### config.mk
export PLATFORM = sky130hd
export DESIGN_NAME = acc_cfg
export DESIGN_NICKNAME = d
export VERILOG_FILES = /design/src/hdl/acc_pkg.sv /design/src/hdl/acc_cfg.sv
export VERILOG_INCLUDE_DIRS = /design/src /design/src/hdl
export SDC_FILE = /design/constraint.sdc
export NUM_CORES = 1
export LEC_CHECK = 0
export ABC_AREA = 1
export BUFFER_PORTS_ARGS = -buffer_cell sky130_fd_sc_hd__buf_2
export CORE_MARGIN = 5
export CORE_UTILIZATION = 55
export CTS_BUF_LIST = sky130_fd_sc_hd__clkbuf_8 sky130_fd_sc_hd__clkbuf_16
export DETAILED_ROUTE_END_ITERATION = 10
export PLACE_DENSITY_LB_ADDON = 0.08
export RECOVER_POWER = 50
export SLEW_MARGIN = 20
export SYNTH_ARGS = -nofsm -noshare
export SYNTH_HDL_FRONTEND = slang
export SYNTH_SLANG_ARGS = --single-unit
### constraint.sdc
create_clock -name I_REF_CLK -period 6.57 [get_ports I_REF_CLK]
set_input_delay 1.6425 -clock I_REF_CLK [delete_from_list [all_inputs] [get_ports I_REF_CLK]]
set_output_delay 1.6425 -clock I_REF_CLK [all_outputs]
set_load 0.01 [all_outputs]
### src/hdl/acc_map.svh
// Offsets, field positions, reset values and timing counts of the conversion setup block
// Summary of operation
// - Bit 0 resets to 0; 0 picks internal reference, 1 external reference.
// - Setting bit 0 switches the converter over to the external reference.
// - Bit 1 resets to 0; 0 selects continuous conversion on external clock.
// - Continuous mode stores one result per falling edge of the conversion clock.
// - Bit 1 set selects single conversion, one sequence per start pulse.
// - In single mode the shared pin is a start input pulsed by the host.
// - Falling start edge puts all selected sample-and-hold stages into hold together.
// - After hold, every currently selected channel is converted in sequence.
// - Data-available asserts once stored results reach the trigger level.
// - Bit 2 resets to 0 (active); 1 powers down, bus access still works.
// - FIFO contents stay readable while powered down.
// - Bits 3 and 4 reset to 0,0 and pick the input channel.
// - Bits 5 and 6 reset to 1,0 and give the differential channel count.
// - Bit 7 resets to 0; set, conversions step through selected inputs in order.
// - Bits 8 and 9 reset to 0,0 and pick a test voltage instead of inputs.
// - Test field: 00 normal, 01 positive ref, 10 midpoint, 11 negative ref.
// - Data-available is a low pulse; host then reads trigger-level results.
`ifndef ACC_MAP_SVH
`define ACC_MAP_SVH
`define ACC_ADDR_SETUP 2'h0
`define ACC_SETUP_RST 10'h020
`define ACC_B_VREF 0
`define ACC_B_MODE 1
`define ACC_B_PD 2
`define ACC_B_SCAN 7
`define ACC_F_SEL_LO 3
`define ACC_F_TEST_LO 8
`define ACC_STEP_CYC 4'h8
`define ACC_FIFO_DEPTH 5'h10
`endif

### src/hdl/acc_pkg.sv
// Types shared by the conversion setup block
`include "acc_map.svh"
package acc_pkg;
	typedef enum logic [2:0] {
		ACC_IDLE = 3'b001,
		ACC_HOLD = 3'b010,
		ACC_RUN = 3'b100
	} acc_state_e;
	typedef enum logic [1:0] {
		ACC_T_NORMAL = 2'h0,
		ACC_T_REFP = 2'h1,
		ACC_T_MID = 2'h2,
		ACC_T_REFM = 2'h3
	} acc_test_e;
	typedef logic [2:0] acc_chan_t;
	localparam acc_chan_t ACC_AINP = 3'h0;
	localparam acc_chan_t ACC_AINM = 3'h1;
	localparam acc_chan_t ACC_BINP = 3'h2;
	localparam acc_chan_t ACC_BINM = 3'h3;
	localparam acc_chan_t ACC_DIFA = 3'h4;
	localparam acc_chan_t ACC_DIFB = 3'h5;
	typedef struct packed {
		logic [9:0] cfg_r;
		logic s1_r;
		logic s2_r;
		logic s3_r;
		acc_state_e fsm_r;
		logic [3:0] step_r;
		logic [1:0] idx_r;
		logic [15:0][11:0] mem_r;
		logic [3:0] wp_r;
		logic [3:0] rp_r;
		logic [4:0] cnt_r;
		logic [4:0] wcnt_r;
		logic hold_r;
		acc_chan_t chan_r;
		acc_test_e test_r;
		logic [11:0] rdata_r;
		logic ready_n_r;
	} acc_st_s;
endpackage : acc_pkg

### src/hdl/acc_cfg.sv
// Conversion setup word, conversion control and result FIFO
module acc_cfg
	import acc_pkg::*;
(
	input wire logic I_REF_CLK,
	input wire logic I_RSTN,
	input wire logic I_CONV_PIN,
	input wire logic I_WR_STB,
	input wire logic [11:0] I_WDATA,
	input wire logic I_RD_STB,
	input wire logic [11:0] I_SAMPLE,
	input wire logic [4:0] I_TRIG_LVL,
	output logic O_EXT_REF_SEL,
	output logic O_SINGLE_MODE,
	output logic O_POWER_DOWN,
	output logic O_HOLD,
	output logic [2:0] O_CHAN_CODE,
	output logic [1:0] O_TEST_SEL,
	output logic [11:0] O_RDATA,
	output logic O_RESULTS_READY_N
);

	acc_st_s st;
	acc_st_s n;
	logic fall;
	logic conv_fire;
	logic rd_fire;
	logic wr_ok;
	logic cfg_wr;
	logic [2:0] len;
	logic last_item;
	logic [4:0] trig_eff;

	function automatic logic [2:0] seq_len(input logic [9:0] c);
		logic [4:0] k;
		k = c[7:3];
		case (k)
			5'h11: seq_len = 3'h2;
			5'h12: seq_len = 3'h3;
			5'h13: seq_len = 3'h4;
			5'h15: seq_len = 3'h2;
			5'h16: seq_len = 3'h3;
			5'h19: seq_len = 3'h2;
			default: seq_len = 3'h1;
		endcase
	endfunction : seq_len

	// Reserved combinations fall back to the first single-ended input
	function automatic acc_chan_t seq_item(input logic [9:0] c, input logic [1:0] i);
		logic [4:0] k;
		k = c[7:3];
		seq_item = ACC_AINP;
		case (k)
			5'h00: seq_item = ACC_AINP;
			5'h01: seq_item = ACC_AINM;
			5'h02: seq_item = ACC_BINP;
			5'h03: seq_item = ACC_BINM;
			5'h04: seq_item = ACC_DIFA;
			5'h05: seq_item = ACC_DIFB;
			5'h11, 5'h12, 5'h13: seq_item = acc_chan_t'({1'b0, i});
			5'h15: seq_item = (i == 2'h0) ? ACC_AINP : ACC_DIFB;
			5'h16: seq_item = (i == 2'h2) ? ACC_DIFB : acc_chan_t'({1'b0, i});
			5'h19: seq_item = (i == 2'h0) ? ACC_DIFA : ACC_DIFB;
			default: seq_item = ACC_AINP;
		endcase
	endfunction : seq_item

	function automatic acc_test_e test_dec(input logic [1:0] t);
		case (t)
			2'h1: test_dec = ACC_T_REFP;
			2'h2: test_dec = ACC_T_MID;
			2'h3: test_dec = ACC_T_REFM;
			default: test_dec = ACC_T_NORMAL;
		endcase
	endfunction : test_dec

	// Only the second and third stages are compared, the first stage feeds the second alone
	assign fall = st.s3_r & ~st.s2_r;
	assign cfg_wr = I_WR_STB && (I_WDATA[11:10] == `ACC_ADDR_SETUP);
	assign len = seq_len(st.cfg_r);
	assign last_item = ({1'b0, st.idx_r} + 3'h1) >= len;
	assign trig_eff = (I_TRIG_LVL == 5'h00) ? 5'h01 : I_TRIG_LVL;

	// Power down stops conversions but leaves register and FIFO access alive
	always_comb begin
		conv_fire = 1'b0;
		if (!st.cfg_r[`ACC_B_PD]) begin
			if (!st.cfg_r[`ACC_B_MODE]) begin
				conv_fire = fall;
			end else begin
				conv_fire = (st.fsm_r == ACC_RUN) && (st.step_r == `ACC_STEP_CYC - 4'h1);
			end
		end
	end

	assign rd_fire = I_RD_STB && (st.cnt_r != 5'h00);
	// A full buffer drops the new result unless a read frees a slot
	assign wr_ok = conv_fire && ((st.cnt_r != `ACC_FIFO_DEPTH) || rd_fire);

	always_comb begin
		n = st;
		n.s1_r = I_CONV_PIN;
		n.s2_r = st.s1_r;
		n.s3_r = st.s2_r;
		n.ready_n_r = 1'b1;
		case (st.fsm_r)
			ACC_IDLE: begin
				if (st.cfg_r[`ACC_B_MODE] && !st.cfg_r[`ACC_B_PD] && fall) begin
					n.fsm_r = ACC_HOLD;
					n.hold_r = 1'b1;
					n.idx_r = 2'h0;
				end
			end
			ACC_HOLD: begin
				n.fsm_r = ACC_RUN;
				n.step_r = 4'h0;
			end
			ACC_RUN: begin
				if (st.cfg_r[`ACC_B_PD] || !st.cfg_r[`ACC_B_MODE]) begin
					n.fsm_r = ACC_IDLE;
					n.hold_r = 1'b0;
					n.idx_r = 2'h0;
				end else if (st.step_r == `ACC_STEP_CYC - 4'h1) begin
					n.step_r = 4'h0;
					if (last_item) begin
						n.fsm_r = ACC_IDLE;
						n.hold_r = 1'b0;
						n.idx_r = 2'h0;
					end else begin
						n.idx_r = st.idx_r + 2'h1;
					end
				end else begin
					n.step_r = st.step_r + 4'h1;
				end
			end
			default: begin
				n.fsm_r = ACC_IDLE;
				n.hold_r = 1'b0;
			end
		endcase
		if (conv_fire && !st.cfg_r[`ACC_B_MODE]) begin
			n.idx_r = last_item ? 2'h0 : st.idx_r + 2'h1;
		end
		if (wr_ok) begin
			n.mem_r[st.wp_r] = I_SAMPLE;
			n.wp_r = st.wp_r + 4'h1;
			if ((st.wcnt_r + 5'h01) >= trig_eff) begin
				n.ready_n_r = 1'b0;
				n.wcnt_r = 5'h00;
			end else begin
				n.wcnt_r = st.wcnt_r + 5'h01;
			end
		end
		if (rd_fire) begin
			n.rdata_r = st.mem_r[st.rp_r];
			n.rp_r = st.rp_r + 4'h1;
		end
		n.cnt_r = st.cnt_r + {4'h0, wr_ok} - {4'h0, rd_fire};
		// A new setup word restarts the scan order at its first input
		if (cfg_wr) begin
			n.cfg_r = I_WDATA[9:0];
			n.idx_r = 2'h0;
		end
		n.chan_r = seq_item(n.cfg_r, n.idx_r);
		n.test_r = test_dec(n.cfg_r[9:8]);
	end

	always_ff @(posedge I_REF_CLK or negedge I_RSTN) begin
		if (!I_RSTN) begin
			st <= '0;
			st.cfg_r <= `ACC_SETUP_RST;
			st.fsm_r <= ACC_IDLE;
			st.ready_n_r <= 1'b1;
			st.test_r <= ACC_T_NORMAL;
			st.chan_r <= ACC_DIFA;
		end else begin
			st <= n;
		end
	end

	assign O_EXT_REF_SEL = st.cfg_r[`ACC_B_VREF];
	assign O_SINGLE_MODE = st.cfg_r[`ACC_B_MODE];
	assign O_POWER_DOWN = st.cfg_r[`ACC_B_PD];
	assign O_HOLD = st.hold_r;
	assign O_CHAN_CODE = st.chan_r;
	assign O_TEST_SEL = st.test_r;
	assign O_RDATA = st.rdata_r;
	assign O_RESULTS_READY_N = st.ready_n_r;
endmodule : acc_cfg

Word-level counts from Yosys, hierarchy flattened
Index checks and enable logic that the tools add are counted.
Cells by class
  eq/ne operators: 30
  magnitude comparators: 5
  reductions and logical operators: 23
  bitwise gates (word level): 3
  multiplexer cells: 38
  $add $sub $neg: 8
Operators by type and width (count)
  bitwise mux 192 bit: 1
  equality test 5 bit (second input constant): 12
  binary-select mux 12 bit (select 4 bit): 1
  demux 12 bit (select 4 bit): 1
  one-hot mux 3 bit (9 select lines): 1
  two-way mux 12 bit: 2
  two-way mux 3 bit: 6
  one-hot mux 3 bit (3 select lines): 2
  adder 4 x 1 -> 4 bit (second input constant): 3
  two-way mux 2 bit: 6
  equality test 5 x 2 -> 1 bit (second input constant): 2
  equality test 5 x 3 -> 1 bit (second input constant): 2
  < comparator 4 x 5 -> 1 bit (second input constant): 2
  two-way mux 10 bit: 1
  two-way mux 5 bit: 2
  two-way mux 1 bit: 9
  logical AND 1 bit: 8
  two-way mux 4 bit: 2
  one-hot mux 4 bit (2 select lines): 1
  equality test 2 bit (second input constant): 3
  one-hot mux 2 bit (3 select lines): 1
  OR reduction 3 bit: 2
  adder 5 x 1 -> 5 bit: 1
  adder 5 x 1 -> 5 bit (second input constant): 1
  other kinds (30): 35
Word-level totals
  input port bits: 34
  word-level logic and storage cells: 140
  output and inout bits: 22
  bits in registers: 251

Depth between registers and ports, before layout
  depth after elaboration: 13
  mapped depth: 16

Worst setup path after synthesis
No wires, ideal clock.
  path type: in2reg
  start point: input port I_RD_STB
  end point: register st[28] (netlist name)
  data arrival time: 3.592 ns
  stages on the path: 11
  required time: 6.491 ns
  setup slack: 2.899 ns
  setup time: 0.079 ns
  buffers on the path: 2
  path through: nand2_1 > inv_1 > clkbuf_1 > clkbuf_1 > ha_1 > inv_1 > ha_1 > inv_1 > fa_1 > o21ai_0 > xor2_1
RTL lines
  start: declaration: line acc_cfg.sv:10  | input wire logic I_RD_STB,
  end signal: assignment: line acc_cfg.sv:177  | st <= n;
  end: declaration: line acc_cfg.sv:23  | acc_st_s st;

Worst setup path after layout
  start point: input port I_RD_STB
  end point: register st[98] (netlist name)
On the way
  word-level cells in the longest chain between the ends: 3
Ends and longest elaborated chain
  logical AND 1 bit: line acc_cfg.sv:96  | assign rd_fire = I_RD_STB && (st.cnt_r != 5'h00);
  logical OR 1 bit: line acc_cfg.sv:98  | assign wr_ok = conv_fire && ((st.cnt_r != `ACC_FIFO_DEPTH) || rd_fire);
  logical AND 1 bit: line acc_cfg.sv:98
No other way between the ends.
A chain may end at the register's enable or synchronous reset.

==> flow_summary.ini <==
[min_path]
whs_path_depth = 0
timing.hold.worst.class = flip-flop to flip-flop

[synth]
netlist-cell-type-count = 43
synthesis.yosys.warnings = 0
synth.top_cells.by_area = sky130_fd_sc_hd__dfrtp_1 51%, sky130_fd_sc_hd__nand2_1 7.9%, sky130_fd_sc_hd__o21ai_1 6.6%
seq_area_frac_synth_pct = 52.4
syn_area_um2 = 11900
register_bit_count_reported_by_yosys = 249
yosys-top-cells-count = 252 x sky130_fd_sc_hd__nand2_1, 245 x sky130_fd_sc_hd__dfrtp_1, 178 x sky130_fd_sc_hd__nor2_1
mapped_avg_cell_area_um2 = 8.78
synth_enable_flop_cells = 0
synth_nets = 1413
synth_top_area_cell = sky130_fd_sc_hd__dfrtp_1
most_frequent_cell_after_synthesis = sky130_fd_sc_hd__nand2_1
ys_async_rst_share_pct = 100
syn-instance-count = 1356
synth_top_area_share_pct = 51.5
synth-main-ff-cell = sky130_fd_sc_hd__dfrtp_1

[grt]
grt_util_met3_pct = 3.79
gr-usage-all-layers_pct = 24.0
grt_overflow = 0
grt_start_max_net_pins = 163
grt_antenna_before_repair = 0
use_met2_pct = 39.3
grt.met1_usage_pct = 34.6
top_usage_layer = met2
grt_first_pass_wirelength_um = 47500
first_global_vias = 8685

[timing]
setup_tns_ns = 0
fin_crit_sh_pct = 54.6
postLayoutSetupSlackWorst_ns = 2.98
post-route-min-period_ns = 3.59
timing_worst_slew_pin_value_ns = 1.20
skew_ns = 0.0195
fmax_ghz = 0.279
rsz_0062_raised_after_global_routing = false
finalSetupViolations = 0
report.final.slew_viol_count = 0
timing.max_slew.rel_slack_pct = 20.0
final-hold-violation-count = 0

[power_and_ir_drop]
intPower_mw = 3.92
vdd.ir_drop.worst_uv = 256
power_frac_seq_pct = 40.4
pwr-share-clk_pct = 26.3
switching_part_of_the_total_pct = 37.2
total_switching_power_mw = 2.32
static-leakage-power_nw = 5.99
p_per_area_nw_per_um2 = 488
p_comb_share_pct = 33.3

[placement]
place.port_buffers = 55
total_half_perimeter_wirelength_after_legalization_and_detailed_placement_um = 17100
placement.setup.worst_slack_ns = 2.62
gpl.final_weighted_congestion = 0.807

[worst_setup_path]
worstRegToRegCells = 11
cp_max_fo = 24
crit_type = primary input to flip-flop
crit_path_end_kind = flip-flop
startpoint_type = primary input
cp.arrival_ns = 3.95
crit_required_ns = 6.93

[clocking]
root_buffer = sky130_fd_sc_hd__clkbuf_16
tritoncts = done
htree_num_levels = 1
cts_num_sinks = 249
cts.reportedPaths.clkPinSlew_ns = 0.06
cts_made_buffers = 27
cts_buffer_depth = 3
ctsHoldBuffers = 0
cts.repair.resized = 0
clock_latency_late_sink_ns = 0.54
post_cts_buffers = 0

[final_layout]
drive_above_1_share_pct = 9.77
area_taken_by_multi_input_logic_gates_um2 = 4620
seqCellArea_um2 = 6240
final.fill_count = 1916
final_nets = 1399
antenna_cells_inserted = 0
area_growth_pct = 7.31

[route]
detailedRoute.firstIterationViolations = 673
routed_via_density = 5.61
ant_nets = 0
routed-via-count = 9176
wl_per_cell_um = 17.8
finalWirelength_um = 29100
drc = 0
number_of_optimization_iterations_in_the_first_detailed_route_pass = 6

[job]
cap_viol_max_count = 0

[die]
core_region_area_um2 = 21200
die_width_um = 157
initial_core_util_pct = 56.3
row_count = 53
fp.dieH_um = 157
io-pin-count = 56
design.die.area_um2 = 24700

[run_status]
status = completed
-- per-layer routing --
| metal | part of all wire, % | vias to the layer above |
|---|---|---|
| li1 | - | 4487 |
| met1 | 46 | 4420 |
| met2 | 46 | 234 |
| met3 | 6.1 | 35 |
| met4 | 1.7 | 0 |
| met5 | 0 | - |
-- flip-flops by register name (all words and copies together), names as in the netlist, named ones only --
| register | cells |
|---|---|
| O_SINGLE_MODE | 1 |
| O_CHAN_CODE | 3 |
| O_HOLD | 1 |
| O_RDATA | 12 |
| O_POWER_DOWN | 1 |
| O_EXT_REF_SEL | 1 |
| n | 2 |
| O_RESULTS_READY_N | 1 |
| st | 225 |
-- power by group through the flow --
stage / clock network, mW / logic, mW / registers (mW)
floorplan: 0 / 1.76 / 2.38
global placement: 0 / 2.13 / 2.52
detailed placement: 0 / 2.18 / 2.53
CTS: 1.67 / 2.20 / 2.51
global route: 1.74 / 2.39 / 2.59
finish: 1.64 / 2.08 / 2.52
-- area by class of cell --
class | instances | area share (%)
Clock inverter | 13 | 1.50
Timing Repair Buffer | 62 | 2.74
Sequential cell | 249 | 48.8
Inverter | 66 | 1.95
Multi-Input combinational cell | 936 | 36.2
Tap cell | 275 | 2.69
Clock buffer | 35 | 6.15
-- placed cells by master, fill, tap and decap left out, types with 11 or more instances in the layout --
cell	netlist	final
sky130_fd_sc_hd__inv_1	61	65
sky130_fd_sc_hd__o21ai_0	108	223
sky130_fd_sc_hd__clkbuf_16	0	27
sky130_fd_sc_hd__o211ai_1	48	48
sky130_fd_sc_hd__nand2_1	252	261
sky130_fd_sc_hd__ha_1	22	22
sky130_fd_sc_hd__nor2_1	178	181
sky130_fd_sc_hd__xor2_1	11	11
sky130_fd_sc_hd__o21ai_1	157	73
sky130_fd_sc_hd__dfrtp_1	245	243
sky130_fd_sc_hd__a31oi_1	13	13
sky130_fd_sc_hd__buf_2	33	54
sky130_fd_sc_hd__nand3_1	47	50
sky130_fd_sc_hd__a21oi_1	12	12
-- critical path, stage by stage --
cell and delay (ns):
sky130_fd_sc_hd__buf_2 0.10, sky130_fd_sc_hd__nand2_1 0.11, sky130_fd_sc_hd__nand3_2 0.07, sky130_fd_sc_hd__nand2_1 0.30, sky130_fd_sc_hd__clkinvlp_2 0.53, sky130_fd_sc_hd__nand3_1 1.01
sky130_fd_sc_hd__o21ai_0 0.18
-- path summary, 6_finish.rpt --
| kind | from | end | slack (ns) |
|---|---|---|---|
| hold reg to reg | n[239] | n[238] | 0.36 |
| hold / removal | n[239] | n[238] | 0.36 |
| setup reg to reg | st[27] | st[98] | 3.27 |
| setup / recovery | I_RD_STB | st[98] | 2.98 |
| min in group asynchronous | I_RSTN | st[155] | 1.09 |
| max in group asynchronous | I_RSTN | st[149] | 4.16 |
-- per-stage QoR --
step	instances	area (µm²)	power [mW]	hold slack, ns	utilization, %
after CTS	1636	13000	6.38	0.366	61.6
after floorplan	1356	11900	4.14	0.331	-
after global routing	1636	12800	6.72	0.376	60.4
final	1636	12800	6.24	0.362	60.4
after detailed placement	1588	12000	4.71	0.343	56.9
after global placement	1588	12000	4.64	0.346	56.9
-- kinds of logic after synthesis --
group / count (synthesis) / share of synthesized area [%]
AND/OR/NAND/NOR: 517 / 18.6
flip-flops: 249 / 52.4
buffers and inverters: 171 / 6.83
adder cells (fa/ha/maj): 23 / 2.48
multiplexers: 5 / 0.473
XOR/XNOR: 13 / 0.956
AO/OA/AOI/OAI: 378 / 18.3
Note: power is estimated with default switching activity, not from simulation.
